<file path="src/ugr_defines.svh">
// Constants for the user glyph memory block: widths, field positions, reset values.
// Assumes inclusion by bare name from the package and the design modules.
`ifndef UGR_DEFINES_SVH
`define UGR_DEFINES_SVH

// ****************************************************************
// Glyph memory geometry
// ****************************************************************
`define UGR_ADDR_W 6
`define UGR_ROW_W 5
`define UGR_CODE_W 8
`define UGR_ROW_LSB 0
`define UGR_ROW_MSB 2
`define UGR_SLOT8_LSB 3
`define UGR_SLOT8_MSB 5
`define UGR_SLOT10_LSB 4
`define UGR_SLOT10_MSB 5
`define UGR_CODE_SLOT8_MSB 2
`define UGR_CODE_SLOT10_LSB 1
`define UGR_CODE_SLOT10_MSB 2
`define UGR_CODE_SEL_LSB 4
`define UGR_CODE_SEL_MSB 7
`define UGR_CURSOR_ROW8 3'h7
`define UGR_CURSOR_ROW10 4'ha
`define UGR_ROWS10 4'ha
`define UGR_ADDR_RST 6'h00
`define UGR_ROW_RST 5'h00

`endif

</file>
<file path="src/ugr_pkg.sv">
// Types shared by the user glyph memory block, its host model and its bench.
// Assumes ugr_defines.svh is on the include path.
`default_nettype none
`include "ugr_defines.svh"

package ugr_pkg;

    // Host access request carried as one bundle.
    typedef struct packed {
        logic wr;
        logic rd;
        logic [7:0] data;
    } ugr_host_s;

    // Display scan request carried as one bundle.
    typedef struct packed {
        logic valid;
        logic [`UGR_CODE_W-1:0] code;
        logic [3:0] row;
        logic [`UGR_ROW_W-1:0] cursor;
    } ugr_scan_s;

    // Host access sequencing.
    typedef enum logic [1:0] {
        UGR_IDLE = 2'b01,
        UGR_READ = 2'b10
    } ugr_state_e;

endpackage
`default_nettype wire

</file>
<file path="src/ugr_mem.sv">
// Small three-port glyph row memory: one write port, two registered read ports.
// Assumes a single clock; read data appear one cycle after the address.
`timescale 1ns/1ps
`default_nettype none
`include "ugr_defines.svh"

module ugr_mem #(
    parameter int ADDR_W = `UGR_ADDR_W,
    parameter int DATA_W = `UGR_ROW_W
) (
    input wire logic sys_clk,
    input wire logic we,
    input wire logic [ADDR_W-1:0] waddr,
    input wire logic [DATA_W-1:0] wdata,
    input wire logic [ADDR_W-1:0] raddr_a,
    output logic [DATA_W-1:0] rdata_a,
    input wire logic [ADDR_W-1:0] raddr_b,
    output logic [DATA_W-1:0] rdata_b
);

    // ****************************************************************
    // Storage
    // ****************************************************************
    logic [DATA_W-1:0] mem [0:(1<<ADDR_W)-1];

    // Contents are not reset; software loads patterns before use.
    always_ff @(posedge sys_clk) begin
        if (we) begin
            mem[waddr] <= wdata;
        end
        rdata_a <= mem[raddr_a];
        rdata_b <= mem[raddr_b];
    end

endmodule
`default_nettype wire

</file>
<file path="src/ugr_glyph.sv">
// Writable glyph memory with host access and display row lookup.
// Assumes the host issues one access at a time and that scan requests come from the timing logic.
`timescale 1ns/1ps
`default_nettype none
`include "ugr_defines.svh"

module ugr_glyph #(
    parameter int ADDR_W = `UGR_ADDR_W
) (
    input wire logic sys_clk,
    input wire logic nrst,
    input wire logic font_10,
    input wire logic addr_load,
    input wire logic [ADDR_W-1:0] addr_value,
    input wire logic addr_inc,
    input wire ugr_pkg::ugr_host_s host_req,
    input wire ugr_pkg::ugr_scan_s scan_req,
    output logic [ADDR_W-1:0] address_counter,
    output logic [7:0] host_rdata,
    output logic host_rvalid,
    output logic [4:0] dots,
    output logic dots_valid,
    output logic dots_user
);

    // ****************************************************************
    // Checks and decode helpers
    // ****************************************************************
    // Slot and row fields fill exactly six address bits, so no other width can be served.
    if (ADDR_W != `UGR_ADDR_W) begin : g_addr_w_check
        $error("ugr_glyph: ADDR_W must be 6");
    end

    // True when the character code refers to the writable memory.
    function automatic logic is_user_code(input logic [7:0] code);
        is_user_code = (code[`UGR_CODE_SEL_MSB:`UGR_CODE_SEL_LSB] == 4'h0);
    endfunction

    // Builds the memory address of one glyph row for either font.
    function automatic logic [ADDR_W-1:0] glyph_addr(input logic f10, input logic [7:0] code,
                                                     input logic [3:0] row);
        if (f10) begin
            glyph_addr = {code[`UGR_CODE_SLOT10_MSB:`UGR_CODE_SLOT10_LSB], row};
        end else begin
            glyph_addr = {code[`UGR_CODE_SLOT8_MSB:0], row[2:0]};
        end
    endfunction

    // True when the row is the cursor row of the active font.
    function automatic logic is_cursor_row(input logic f10, input logic [3:0] row);
        if (f10) begin
            is_cursor_row = (row == `UGR_CURSOR_ROW10);
        end else begin
            is_cursor_row = (row[2:0] == `UGR_CURSOR_ROW8);
        end
    endfunction

    // ****************************************************************
    // Host side: address counter and accesses
    // ****************************************************************
    ugr_pkg::ugr_state_e state, next_state;
    logic [ADDR_W-1:0] next_address_counter;
    logic [7:0] next_host_rdata;
    logic next_host_rvalid;
    logic mem_we;
    logic [4:0] mem_rdata_a;
    logic [4:0] mem_rdata_b;

    // A write lands at once; a read waits one cycle for the registered memory port.
    always_comb begin
        next_state = state;
        next_address_counter = address_counter;
        next_host_rdata = host_rdata;
        next_host_rvalid = 1'b0;
        mem_we = 1'b0;
        unique case (state)
            ugr_pkg::UGR_IDLE: begin
                if (addr_load) begin
                    next_address_counter = addr_value;
                end else if (host_req.wr) begin
                    mem_we = 1'b1;
                    next_address_counter = addr_inc ? address_counter + 6'h01
                                                    : address_counter - 6'h01;
                end else if (host_req.rd) begin
                    next_state = ugr_pkg::UGR_READ;
                end
            end
            ugr_pkg::UGR_READ: begin
                next_host_rdata = {3'h0, mem_rdata_a};
                next_host_rvalid = 1'b1;
                next_address_counter = addr_inc ? address_counter + 6'h01
                                                : address_counter - 6'h01;
                next_state = ugr_pkg::UGR_IDLE;
            end
            default: begin
                next_state = ugr_pkg::UGR_IDLE;
            end
        endcase
    end

    // Host state registers.
    always_ff @(posedge sys_clk or negedge nrst) begin
        if (!nrst) begin
            state <= ugr_pkg::UGR_IDLE;
            address_counter <= `UGR_ADDR_RST;
            host_rdata <= 8'h00;
            host_rvalid <= 1'b0;
        end else begin
            state <= next_state;
            address_counter <= next_address_counter;
            host_rdata <= next_host_rdata;
            host_rvalid <= next_host_rvalid;
        end
    end

    // ****************************************************************
    // Glyph memory
    // ****************************************************************
    logic [ADDR_W-1:0] scan_addr;
    assign scan_addr = glyph_addr(font_10, scan_req.code, scan_req.row);

    // Only five dot bits are stored, so upper data bits vanish on write.
    ugr_mem #(
        .ADDR_W(ADDR_W),
        .DATA_W(`UGR_ROW_W)
    ) u_mem (
        .sys_clk(sys_clk),
        .we(mem_we),
        .waddr(address_counter),
        .wdata(host_req.data[4:0]),
        .raddr_a(address_counter),
        .rdata_a(mem_rdata_a),
        .raddr_b(scan_addr),
        .rdata_b(mem_rdata_b)
    );

    // ****************************************************************
    // Display scan pipeline
    // ****************************************************************
    logic s1_valid, next_s1_valid;
    logic s1_user, next_s1_user;
    logic s1_cursor_row, next_s1_cursor_row;
    logic [4:0] s1_cursor, next_s1_cursor;
    logic [4:0] next_dots;
    logic next_dots_valid;
    logic next_dots_user;

    // Stage one captures the request beside the memory read; stage two merges the cursor.
    always_comb begin
        next_s1_valid = scan_req.valid;
        next_s1_user = is_user_code(scan_req.code);
        next_s1_cursor_row = is_cursor_row(font_10, scan_req.row);
        next_s1_cursor = scan_req.cursor;
        next_dots_valid = s1_valid;
        next_dots_user = s1_valid & s1_user;
        next_dots = 5'h00;
        if (s1_valid && s1_user) begin
            // Bit 4 is the leftmost dot; a one lights it.
            if (s1_cursor_row) begin
                next_dots = mem_rdata_b | s1_cursor;
            end else begin
                next_dots = mem_rdata_b;
            end
        end
    end

    // Scan registers; the panel sees dots only from flip-flops.
    always_ff @(posedge sys_clk or negedge nrst) begin
        if (!nrst) begin
            s1_valid <= 1'b0;
            s1_user <= 1'b0;
            s1_cursor_row <= 1'b0;
            s1_cursor <= `UGR_ROW_RST;
            dots <= `UGR_ROW_RST;
            dots_valid <= 1'b0;
            dots_user <= 1'b0;
        end else begin
            s1_valid <= next_s1_valid;
            s1_user <= next_s1_user;
            s1_cursor_row <= next_s1_cursor_row;
            s1_cursor <= next_s1_cursor;
            dots <= next_dots;
            dots_valid <= next_dots_valid;
            dots_user <= next_dots_user;
        end
    end
endmodule
`default_nettype wire

</file>
<file path="config.mk">
export PLATFORM = sky130hd
export DESIGN_NAME = ugr_glyph
export DESIGN_NICKNAME = d
export VERILOG_FILES = /design/src/ugr_pkg.sv /design/src/ugr_mem.sv /design/src/ugr_glyph.sv
export VERILOG_INCLUDE_DIRS = /design/src
export SDC_FILE = /design/constraint.sdc
export NUM_CORES = 1
export LEC_CHECK = 0
export ABC_CLOCK_PERIOD_IN_PS = 4510
export BUFFER_PORTS_ARGS = -buffer_cell sky130_fd_sc_hd__buf_2
export CAP_MARGIN = 20
export CORE_AREA = 2 2 164 166
export DETAILED_ROUTE_END_ITERATION = 8
export DIE_AREA = 0 0 166 168
export GPL_ROUTABILITY_DRIVEN = 0
export PLACE_DENSITY = 0.82
export SYNTH_ARGS = -nofsm -noshare
export SYNTH_HDL_FRONTEND = slang
export SYNTH_HIERARCHICAL = 1
export SYNTH_SLANG_ARGS = --single-unit
export TNS_END_PERCENT = 5
</file>
<file path="constraint.sdc">
create_clock -name sys_clk -period 4.51 [get_ports sys_clk]
set_clock_uncertainty 0.2 [all_clocks]
set_input_delay 0 -clock sys_clk [delete_from_list [all_inputs] [get_ports sys_clk]]
set_output_delay 0 -clock sys_clk [all_outputs]
set_load 0.1 [all_outputs]
</file>
[Word level (Yosys, flattened, before mapping)]
Memory sizes are Yosys's and may differ from the RTL's. A register that Yosys moved wholly into a read port is not among the register bits.
Cells that the tools add are included.
Storage, ports and cells
  bits in registers: 29
  memory bits (writable): 320
  input port bits: 39
  output and inout bits: 22
  memories kept: 1
Operators by class
  add/subtract/negate cells: 2
  equality and inequality tests: 8
  muxes and demuxes: 18
  bitwise gates (word level): 2
  reduce and logical (&&, ||, !) cells: 5
Memory list
  u_mem.mem: words 64, width 5, rd ports 2, clocked after Yosys merged registers in 2, wr ports 1, line ugr_mem.sv:24  | logic [DATA_W-1:0] mem [0:(1<<ADDR_W)-1];
Operators with widths (number)
  6-bit two-way mux: 3
  6-bit one-hot mux with 2 select lines: 1
  5-bit two-way mux: 2
  2-bit two-way mux: 4
  1-bit two-way mux: 7
  6-bit by 1-bit adder with 6-bit output (second input constant): 1
  2-bit != test (second input constant): 3
  6-bit by 1-bit subtractor with 6-bit output (second input constant): 1
  5-bit OR: 1
  4-bit == test (second input constant): 1
  4-bit logical NOT: 1
  4-bit two-way mux: 1
  3-bit == test (second input constant): 1
  3-bit != test (second input constant): 1
  3-bit AND reduction: 1
  2-bit by 1-bit == test with 1-bit output (second input constant): 1
  2-bit == test (second input constant): 1
  2-bit AND reduction: 1
  2-bit nonzero test: 1
  1-bit AND: 1
  1-bit logical AND: 1

[Longest topological paths before layout]
Gate-level depths: netlist (run 1).
  depth after elaboration: 5
  mapped depth: 8
  depth with buffers taken out: 7

[Modules after synthesis]
Netlist (run 1), hierarchy kept.
Modules (own cells, without submodules)
  ugr_mem: instances 1, cells each 832, area each 15493.6 µm², sequential area each 9809.4 µm²
  ugr_glyph: instances 1, cells each 121, area each 1278.7 µm², sequential area each 726.9 µm²

[Least setup slack after synthesis (run 1)]
OpenSTA, ideal clock, no wires.
  path kind: reg2reg
  start: register address_counter[0]
  end: register u_mem.rdata_a[4] (read register of u_mem.mem)
  setup time: 131 ps
  arrival time: 2768 ps
  required time: 4179 ps
  slack: 1411 ps
  cell stages (with the launch flop): 7
  path buffers: 2
  period minus slack after synthesis: 3099 ps
  cells stage by stage: dfrtp_1 -> buf_2 -> buf_6 -> mux4_2 -> mux4_2 -> o211ai_1 -> o41ai_1
RTL lines
  from (decl): line ugr_glyph.sv:18  | output logic [ADDR_W-1:0] address_counter,
  from (signal assigned): line ugr_glyph.sv:105  | address_counter <= `UGR_ADDR_RST;
  from (signal assigned): line ugr_glyph.sv:110  | address_counter <= next_address_counter;
  to (decl): line ugr_mem.sv:16  | output logic [DATA_W-1:0] rdata_a,

[Final worst setup path (run 1)]
  start: register state[0]
  end: memory u_mem/mem[31][0] (netlist name) (enable)
Between the ends
  longest elaborated chain between the ends: 4
Ends and longest elaborated chain
  from (decl): line ugr_glyph.sv:61  | ugr_pkg::ugr_state_e state, next_state;
  from (signal assigned): line ugr_glyph.sv:104  | state <= ugr_pkg::UGR_IDLE;
  from (signal assigned): line ugr_glyph.sv:109  | state <= next_state;
  2-bit by 1-bit == test with 1-bit output: line ugr_glyph.sv:76  | unique case (state)
  1-bit two-way mux: line ugr_glyph.sv:76
  via mem_we: line ugr_glyph.sv:65  | logic mem_we;
  1-bit two-way mux: line ugr_mem.sv:28  | if (we) begin
  1-bit two-way mux (not written as such): line ugr_mem.sv:29  | mem[waddr] <= wdata;
  to (decl): line ugr_mem.sv:24
The timed path passes the listed nets, and every way through them passes these cells.

==> results of run 1 <==
-- where the power goes --
group	internal [uW]	total, uW	switching [uW]
Clock	1810	3030	1210
Combinational	796	2020	1230
Sequential	3720	3980	258
-- flip-flops by register name, indices dropped and copies added, names as in the netlist, 2 cells and up --
register / count
address_counter: 6
dots: 5
host_rdata: 5
s1_cursor: 5
state: 2
u_mem/mem: 320
u_mem/rdata_a: 5
u_mem/rdata_b: 5
-- cell usage after synthesis, types with 5 or more instances --
master	count	area (um^2)
edfxtp_1	320	9610
mux4_2	169	3810
nor2_1	84	315
nand2_1	56	210
clkbuf_1	31	116
dfrtp_1	28	701
mux2i_1	28	280
a21oi_1	23	115
buf_2	16	80.1
buf_4	14	105
nand2b_1	14	87.6
nand3_1	13	65.1
a22oi_1	12	90.1
nor2b_1	11	68.8
dfxtp_1	10	200
a31oi_1	9	56.3
inv_1	8	30.0
o211ai_1	8	60.1
a32oi_1	6	52.6
nand4_1	6	37.5
o21ai_0	6	30.0
o22ai_1	6	37.5
nor3_1	5	25.0
-- per-stage QoR --
step	instance area [um^2]	hold slack [ns]	utilization (%)
global placement	17200	-0.156	65.4
CTS	18900	0.0887	71.7
detailed placement	17200	-0.146	65.4
finish	19100	0.140	72.3
global route	19100	0.149	72.3
floorplan	16800	-0.496	-
-- cells by family after synthesis --
group,synth area share (%)
buf+inv,2.50
xor+xnor,0.209
other cells,0.0224
flops,62.8
fa+ha+maj,0.418
compound gates,3.66
simple gates,5.74
mux,24.6
-- worst max path at each step --
stage | start | to | slack, ns | cells past startpoint
after detailed placement | state[0]$_DFFE_PN1P_ | u_mem/mem[30][0]$_DFFE_PP_ | 0.99 | 5
after global placement | state[0]$_DFFE_PN1P_ | u_mem/mem[14][2]$_DFFE_PP_ | 1.20 | 5
after CTS | state[0]$_DFFE_PN1P_ | u_mem/mem[14][1]$_DFFE_PP_ | 0.89 | 5
final | state[0]$_DFFE_PN1P_ | u_mem/mem[31][0]$_DFFE_PP_ | 0.75 | 4
after floorplan | address_counter[0]$_DFFE_PN0P_ | u_mem/rdata_a[4]$_DFF_P_ | 1.41 | 6
after global routing | state[0]$_DFFE_PN1P_ | u_mem/mem[14][0]$_DFFE_PP_ | 0.52 | 5
-- area by class of cell --
| type | instances | area (um^2) | share of cell area [%] |
|---|---|---|---|
| Multi-Input combinational cell | 515 | 5830 | 30.6 |
| Antenna cell | 1 | 2.50 | 0.0131 |
| Tap cell | 341 | 427 | 2.24 |
| Clock buffer | 46 | 1010 | 5.31 |
| Sequential cell | 359 | 10500 | 55.3 |
| Inverter | 14 | 52.6 | 0.276 |
| Timing Repair Buffer | 121 | 1010 | 5.28 |
| Clock inverter | 18 | 186 | 0.978 |
-- worst register-to-register path: cells and delay by family (launching register included) --
family / cells / cell delay [ns]
AND/OR/NAND/NOR: 4 / 2.62
flip-flops: 1 / 0.58
-- repair_timing --
item                                   4_1_cts  5_1_grt
buffers inserted                             0        0
endpoints found under the hold margin       50      177
hold buffers                                45        5
-- metal layers --
layer / vias to the layer above / GRT usage, %
li1: 4102 / -
met1: 5273 / 44.1
met2: 902 / 52.1
met3: 164 / 7.19
met4: 2 / 11.8
met5: - / 1.04
==> insert_results.sql, run 1 <==
INSERT INTO impl_metrics (metric_group, metric, value, unit) VALUES
('sta', 'timing.setup.tns', '0', 'ns'),
('pwr', 'power', '9020', 'uW'),
('detailed_routing', 'postRouteWirelength', '44400', 'um'),
('global_routing', 'grt_start_max_net_pins', '65', ''),
('setup_path', 'regToRegStartpoint', 'state[0]$_DFFE_PN1P_', ''),
('sta', 'relSlewSlack', '23.3', '%'),
('logic_synthesis', 'asyncSetResetFlopFracSynth', '8.08', '%'),
('hold_path', 'min_delay_path_depth', '3', ''),
('logic_synthesis', 'synth_cell_area', '16800', 'um^2'),
('logic_synthesis', 'seq_area_frac_synth', '62.8', '%'),
('setup_path', 'path_max_fanout', '7', ''),
('clock_network', 'clkSinkCount', '359', ''),
('clock_network', 'cts_inserted_buffers', '36', ''),
('placed_design', 'post_dp_hpwl', '26100', 'um'),
('floorplanning', 'floorplan.die_area', '27900', 'um^2'),
('logic_synthesis', 'postSynthRegisterBits', '359', ''),
('global_routing', 'globalRoute.totalOverflow', '0', ''),
('setup_path', 'crit_path_start_kind', 'flop', ''),
('sta', 'maximum_clock_rate', '0.266', 'GHz'),
('sta', 'finalSetupViolCount', '0', ''),
('global_routing', 'gr-usage-all-layers', '32.2', '%'),
('floorplanning', 'die_width', '166', 'um'),
('clock_network', 'worst_setup_hold_path_clk_slew', '0.07', 'ns'),
('setup_path', 'critical_path_required', '4.46', 'ns'),
('logic_synthesis', 'yosys.cell_types.count', '62', ''),
('pwr', 'vdd_drop_max', '0.000657', 'V'),
('final_layout', 'finish.cell_count_without_fillers', '1415', ''),
('sta', 'final_min_period_over_clock_period', '83.4', '%'),
('detailed_routing', 'wl_met1', '15400', 'um'),
('final_layout', 'synthToLayoutAreaGrowth', '13.6', '%'),
('sta', 'slew_viol_final', '0', ''),
('clock_network', 'clk-insertion-delay-late', '0.52', 'ns'),
('final_layout', 'finish.net_count', '1091', ''),
('setup_path', 'path_class', 'reg2reg', ''),
('logic_synthesis', 'synth_edf_count', '320', ''),
('setup_path', 'slowest_delay', '0.88', 'ns'),
('detailed_routing', 'highest-signal-layer', 'met5', ''),
('setup_path', 'timing.rr.end', 'u_mem/mem[31][0]$_DFFE_PP_', ''),
('sta', 'tightestPinTransition', '1.15', 'ns'),
('logic_synthesis', 'post_synth_inst_count', '953', ''),
('detailed_routing', 'dr_wl_met2', '21500', 'um'),
('final_layout', 'mostFrequentLayoutCells', 'edfxtp_1, mux4_2, nor2_1', ''),
('setup_path', 'worst-r2r-setup-slack', '0.75', 'ns'),
('floorplanning', 'rows', '60', ''),
('detailed_routing', 'routedWlPerCell', '31.4', 'um'),
('clock_network', 'cts_buffer_depth', '3', ''),
('floorplanning', 'initial_utilization', '63.7', '%'),
('pwr', 'static-leakage-power', '0.00639', 'uW'),
('setup_path', 'critical-path-top-delay-family', 'simple AND/OR/NAND/NOR gates', ''),
('hold_path', 'holdCritPathClass', 'in2reg', ''),
('clock_network', 'cts-resized-gates', '0', ''),
('floorplanning', 'die_y', '168', 'um'),
('setup_path', 'reg2reg_depth', '4', ''),
('floorplanning', 'io_pins', '61', ''),
('hold_path', 'worst_case_hold_path_end_point', 'u_mem/rdata_b[1]$_DFF_P_', ''),
('run_status', 'status', 'finished, final reports clean', ''),
('floorplanning', 'fp.coreArea', '26400', 'um^2'),
('detailed_routing', 'number_of_vias_after_detailed_routing', '10400', ''),
('clock_network', 'cts_tree', 'built', ''),
('setup_path', 'critical_path.cell_chain', 'nand2b_1 -> nor3b_1 -> nand4_1 -> nor2_1', ''),
('sta', 'hold_violations', '0', ''),
('logic_synthesis', 'synth_flop_cell', 'edfxtp_1', ''),
('setup_path', 'critPathBufInv', '0', ''),
('detailed_routing', 'antenna_violating_nets_left', '0', ''),
('setup_path', 'setup.worst_path.end_class', 'flop', ''),
('sta', 'min_period', '3.76', 'ns'),
('flow_run', 'max_cap_viol_count', '0', ''),
('detailed_routing', 'wl_met3', '5560', 'um'),
('global_routing', 'grt_first_pass_wirelength', '66300', 'um'),
('clock_network', 'cts.htree.levels', '2', ''),
('placed_design', 'pre_cts_ws', '0.991', 'ns');
Note: power is estimated with default switching activity, not from simulation.
==> run 2: changes to the inputs <==
Settings changed: ABC_AREA from default to 1, ABC_CLOCK_PERIOD_IN_PS 4510 to 3300, CORE_AREA 2 2 164 166 to 2 2 182 184, DIE_AREA 0 0 166 168 to 0 0 184 186, PLACE_DENSITY 0.82 to 0.76.
Clock period 4.51 ns to 3.3 ns, I/O delays scaled along.
==> run 2 against run 1 <==
Against the previous run: sequential share of layout area decreased by 3.2 points; setup slack worse by 0.45 ns; die area increased by 23%; total power grew 37%; area after synthesis increased by 7.8%; cell count is 81% higher; wire length is 24% higher; fmax increased by 25%; first-iteration DRC count is 55% higher; cell area rose by 6.1%; critical path type unchanged; combinational power increased by 50%; non-clock buffer count increased by 33; largest cell class unchanged.
==> insert_results.sql, run 2 <==
INSERT INTO impl_metrics (metric_group, metric, value, unit) VALUES
('logic_synthesis', 'synth_largest_type_area_fraction', '53.2', '%'),
('final_layout', 'final.fill_count', '2529', ''),
('clock_network', 'hold_buf_cts', '51', ''),
('clock_network', 'cts.htree.levels', '2', ''),
('final_layout', 'mostFrequentLayoutCells', 'nand2_1, nand3_1, edfxtp_1', ''),
('detailed_routing', 'drcViolationCount', '0', ''),
('logic_synthesis', 'asyncSetResetFlopFracSynth', '8.08', '%'),
('sta', 'final_min_period_over_clock_period', '91.1', '%'),
('global_routing', 'grt_start_max_net_pins', '163', ''),
('logic_synthesis', 'synthesis.yosys.warnings', '6', ''),
('final_layout', 'finish.cell_count_without_fillers', '2557', ''),
('floorplanning', 'floorplan.die_area', '34200', 'um^2'),
('placed_design', 'post-place-cells', '2435', ''),
('floorplanning', 'io_pins', '61', ''),
('global_routing', 'gr-usage-all-layers', '32.1', '%'),
('setup_path', 'setup.worst_path.end_class', 'flop', ''),
('logic_synthesis', 'postSynthRegisterBits', '359', ''),
('floorplanning', 'initial_utilization', '56.1', '%'),
('setup_path', 'slowest_delay', '0.65', 'ns'),
('hold_path', 'holdCritPathClass', 'in2reg', ''),
('logic_synthesis', 'yosys.cell_types.count', '33', ''),
('global_routing', 'grt_first_pass_wirelength', '83700', 'um'),
('run_status', 'status', 'finished, final reports clean', ''),
('pwr', 'power_density_relative_to_cell_area', '614', 'nW/um^2'),
('logic_synthesis', 'synth_area_leaders', 'edfxtp_1, nand2_1, nand3_1', ''),
('final_layout', 'largest_register_ffs', '320', ''),
('final_layout', 'reg.largest.list', 'u_mem/mem (320), address_counter (6)', ''),
('clock_network', 'worst_setup_hold_path_clk_slew', '0.06', 'ns'),
('floorplanning', 'die_width', '184', 'um'),
('final_layout', 'finish.net_count', '2163', ''),
('clock_network', 'clkSinkCount', '359', ''),
('sta', 'maximum_clock_rate', '0.333', 'GHz'),
('final_layout', 'antenna_cells', '0', ''),
('clock_network', 'cts_tree', 'built', ''),
('global_routing', 'globalRoute.totalOverflow', '0', ''),
('sta', 'hold_violations', '0', ''),
('setup_path', 'crit_path_start_kind', 'flop', ''),
('sta', 'min_period', '3.01', 'ns'),
('pwr', 'static-leakage-power', '0.00819', 'uW'),
('pwr', 'power', '12400', 'uW'),
('setup_path', 'timing.rr.end', 'address_counter[5]$_DFFE_PN0P_', ''),
('floorplanning', 'fp.coreArea', '32200', 'um^2'),
('global_routing', 'grt_pass1_vias', '15400', ''),
('global_routing', 'antenna_found_initial', '0', ''),
('logic_synthesis', 'seq_area_frac_synth', '58.3', '%'),
('detailed_routing', 'number_of_vias_after_detailed_routing', '16100', ''),
('setup_path', 'cp_startpoint', 'address_counter[2]$_DFFE_PN0P_', ''),
('pwr', 'vdd_drop_max', '0.000437', 'V'),
('logic_synthesis', 'most_instantiated_cells_after_synthesis', 'nand2_1, nand3_1, edfxtp_1', ''),
('clock_network', 'post-cts-setup-buffers', '0', ''),
('logic_synthesis', 'synth_cell_area', '18100', 'um^2'),
('floorplanning', 'rows', '66', ''),
('flow_run', 'max_cap_viol_count', '0', ''),
('clock_network', 'cts_root_buffer', 'clkbuf_16', ''),
('setup_path', 'critical_path_required', '3.52', 'ns'),
('sta', 'relSlewSlack', '23.2', '%'),
('logic_synthesis', 'post_synth_inst_count', '2061', ''),
('setup_path', 'path_max_fanout', '37', ''),
('final_layout', 'share_of_cells_above_drive_strength_1', '8.14', '%'),
('setup_path', 'crit_path_frequent_cell', 'nand2_1', ''),
('placed_design', 'post_dp_hpwl', '31900', 'um'),
('sta', 'finalSetupViolCount', '0', ''),
('placed_design', 'port_buffers', '53', ''),
('detailed_routing', 'antenna_violating_nets_left', '0', ''),
('final_layout', 'mostFrequentLayoutCell', 'nand2_1', ''),
('clock_network', 'cts_buffer_depth', '3', ''),
('setup_path', 'worst-r2r-setup-slack', '0.29', 'ns'),
('setup_path', 'critPathCapture', 'address_counter[5]$_DFFE_PN0P_', ''),
('sta', 'tightestPinTransition', '1.15', 'ns'),
('sta', 'slew_viol_final', '0', ''),
('setup_path', 'critical_path.cell_chain', 'buf_4 -> ha_1 -> nand2_1 -> nand2_1 -> nand2_1 -> nand3_1 -> nand2_1 -> nand3_1 -> nand2_1 -> dlygate4sd3_1 -> nand2_1', ''),
('logic_synthesis', 'synth_flop_cell', 'edfxtp_1', ''),
('detailed_routing', 'drt-initial-drc-count', '2665', ''),
('setup_path', 'reg2reg_depth', '11', ''),
('final_layout', 'utilization', '62.8', '%'),
('final_layout', 'synthToLayoutAreaGrowth', '11.8', '%'),
('clock_network', 'cts_inserted_buffers', '39', ''),
('setup_path', 'timing.critical_path.arrival', '3.23', 'ns'),
('sta', 'setup_repair_after_global_routing_missed_its_margin', 'no', ''),
('logic_synthesis', 'yosysMostFrequentCell', 'nand2_1', ''),
('logic_synthesis', 'synth_top_area_cell', 'edfxtp_1', ''),
('clock_network', 'clk-insertion-delay-late', '0.54', 'ns'),
('final_layout', 'max_flop_register', 'u_mem/mem', ''),
('floorplanning', 'die_y', '186', 'um'),
('setup_path', 'path_class', 'reg2reg', ''),
('detailed_routing', 'routedWlPerCell', '21.5', 'um'),
('clock_network', 'cts-resized-gates', '0', ''),
('sta', 'finalWorstSetupSlack', '0.294', 'ns'),
('sta', 'timing.setup.tns', '0', 'ns'),
('detailed_routing', 'detail_route.first_pass.iterations', '8', ''),
('detailed_routing', 'postRouteWirelength', '55000', 'um'),
('logic_synthesis', 'mean_instance_size_in_the_synthesized_netlist', '8.77', 'um^2'),
('placed_design', 'pre_cts_ws', '0.518', 'ns'),
('setup_path', 'crit_slowest_cell', 'dfrtp_2', ''),
('setup_path', 'regToRegStartpoint', 'address_counter[2]$_DFFE_PN0P_', ''),
('logic_synthesis', 'synth_edf_count', '320', ''),
('detailed_routing', 'routed_via_density', '6.28', '');
run 2: cell types whose count changed after synthesis, sizes merged, moves of 8 or more:
cell / delta
a22oi: -12
a21oi: -13
inv: +20
mux4: -169
buf: +70
nand2b: -14
nor2: -16
mux2i: -28
nand3: +542
nor2b: -11
nor4: +8
nand2: +802
a31oi: -8
run 2: layer usage:
layer	wire, um	global-route usage, %
met5	0	0
met2	25700	51.8
met1	20000	42.0
met4	2340	14.3
met3	6940	6.81
run 2: logic make-up after synthesis:
logic type      synth area share (%)
fa+ha+maj                      0.388
buf+inv                         5.27
compound gates                 0.519
xor+xnor                      0.0485
flops                           58.3
simple gates                    35.5
other cells                   0.0207
run 2: worst max-delay path, delay by kind of cell (launching register included):
kind                       cells  cell delay (ns)
adders and majority gates      1             0.39
and+or+nand+nor                8             0.57
buffers and inverters          2             1.09
DFF                            1             0.65
run 2: area by class of cell:
class	count	area, um^2	share of cell area, %
Clock buffer	53	1100	5.44
Clock inverter	18	98.8	0.489
Inverter	34	133	0.656
Multi-Input combinational cell	1531	6600	32.6
Sequential cell	359	10500	52.1
Tap cell	408	510	2.52
Timing Repair Buffer	154	1240	6.13
run 2: report_power, final:
part	leakage, uW	switching (uW)	internal [uW]
clock network	0.000597	1780	2340
registers	0.00332	184	5070
logic	0.00427	2220	811
total	0.00819	4180	8220
run 2: metrics by stage:
step | cell area, um^2 | hold WS, ns
after floorplan | 18100 | -0.496
after global placement | 18500 | -0.163
after detailed placement | 18500 | -0.162
after CTS | 20200 | 0.101
after global routing | 20200 | 0.185
final | 20200 | 0.171
run 2: worst min path at each step:
stage | start | slack, ns | depth (start not counted) | to
after floorplan | nrst | -0.50 | 0 | address_counter[0]$_DFFE_PN0P_
after global placement | nrst | -0.16 | 1 | s1_cursor[0]$_DFF_PN0_
after detailed placement | nrst | -0.16 | 1 | dots[4]$_DFF_PN0_
after CTS | scan_req[9] | 0.10 | 8 | u_mem/rdata_b[0]$_DFF_P_
after global routing | scan_req[9] | 0.18 | 8 | u_mem/rdata_b[0]$_DFF_P_
final | scan_req[9] | 0.17 | 8 | u_mem/rdata_b[0]$_DFF_P_
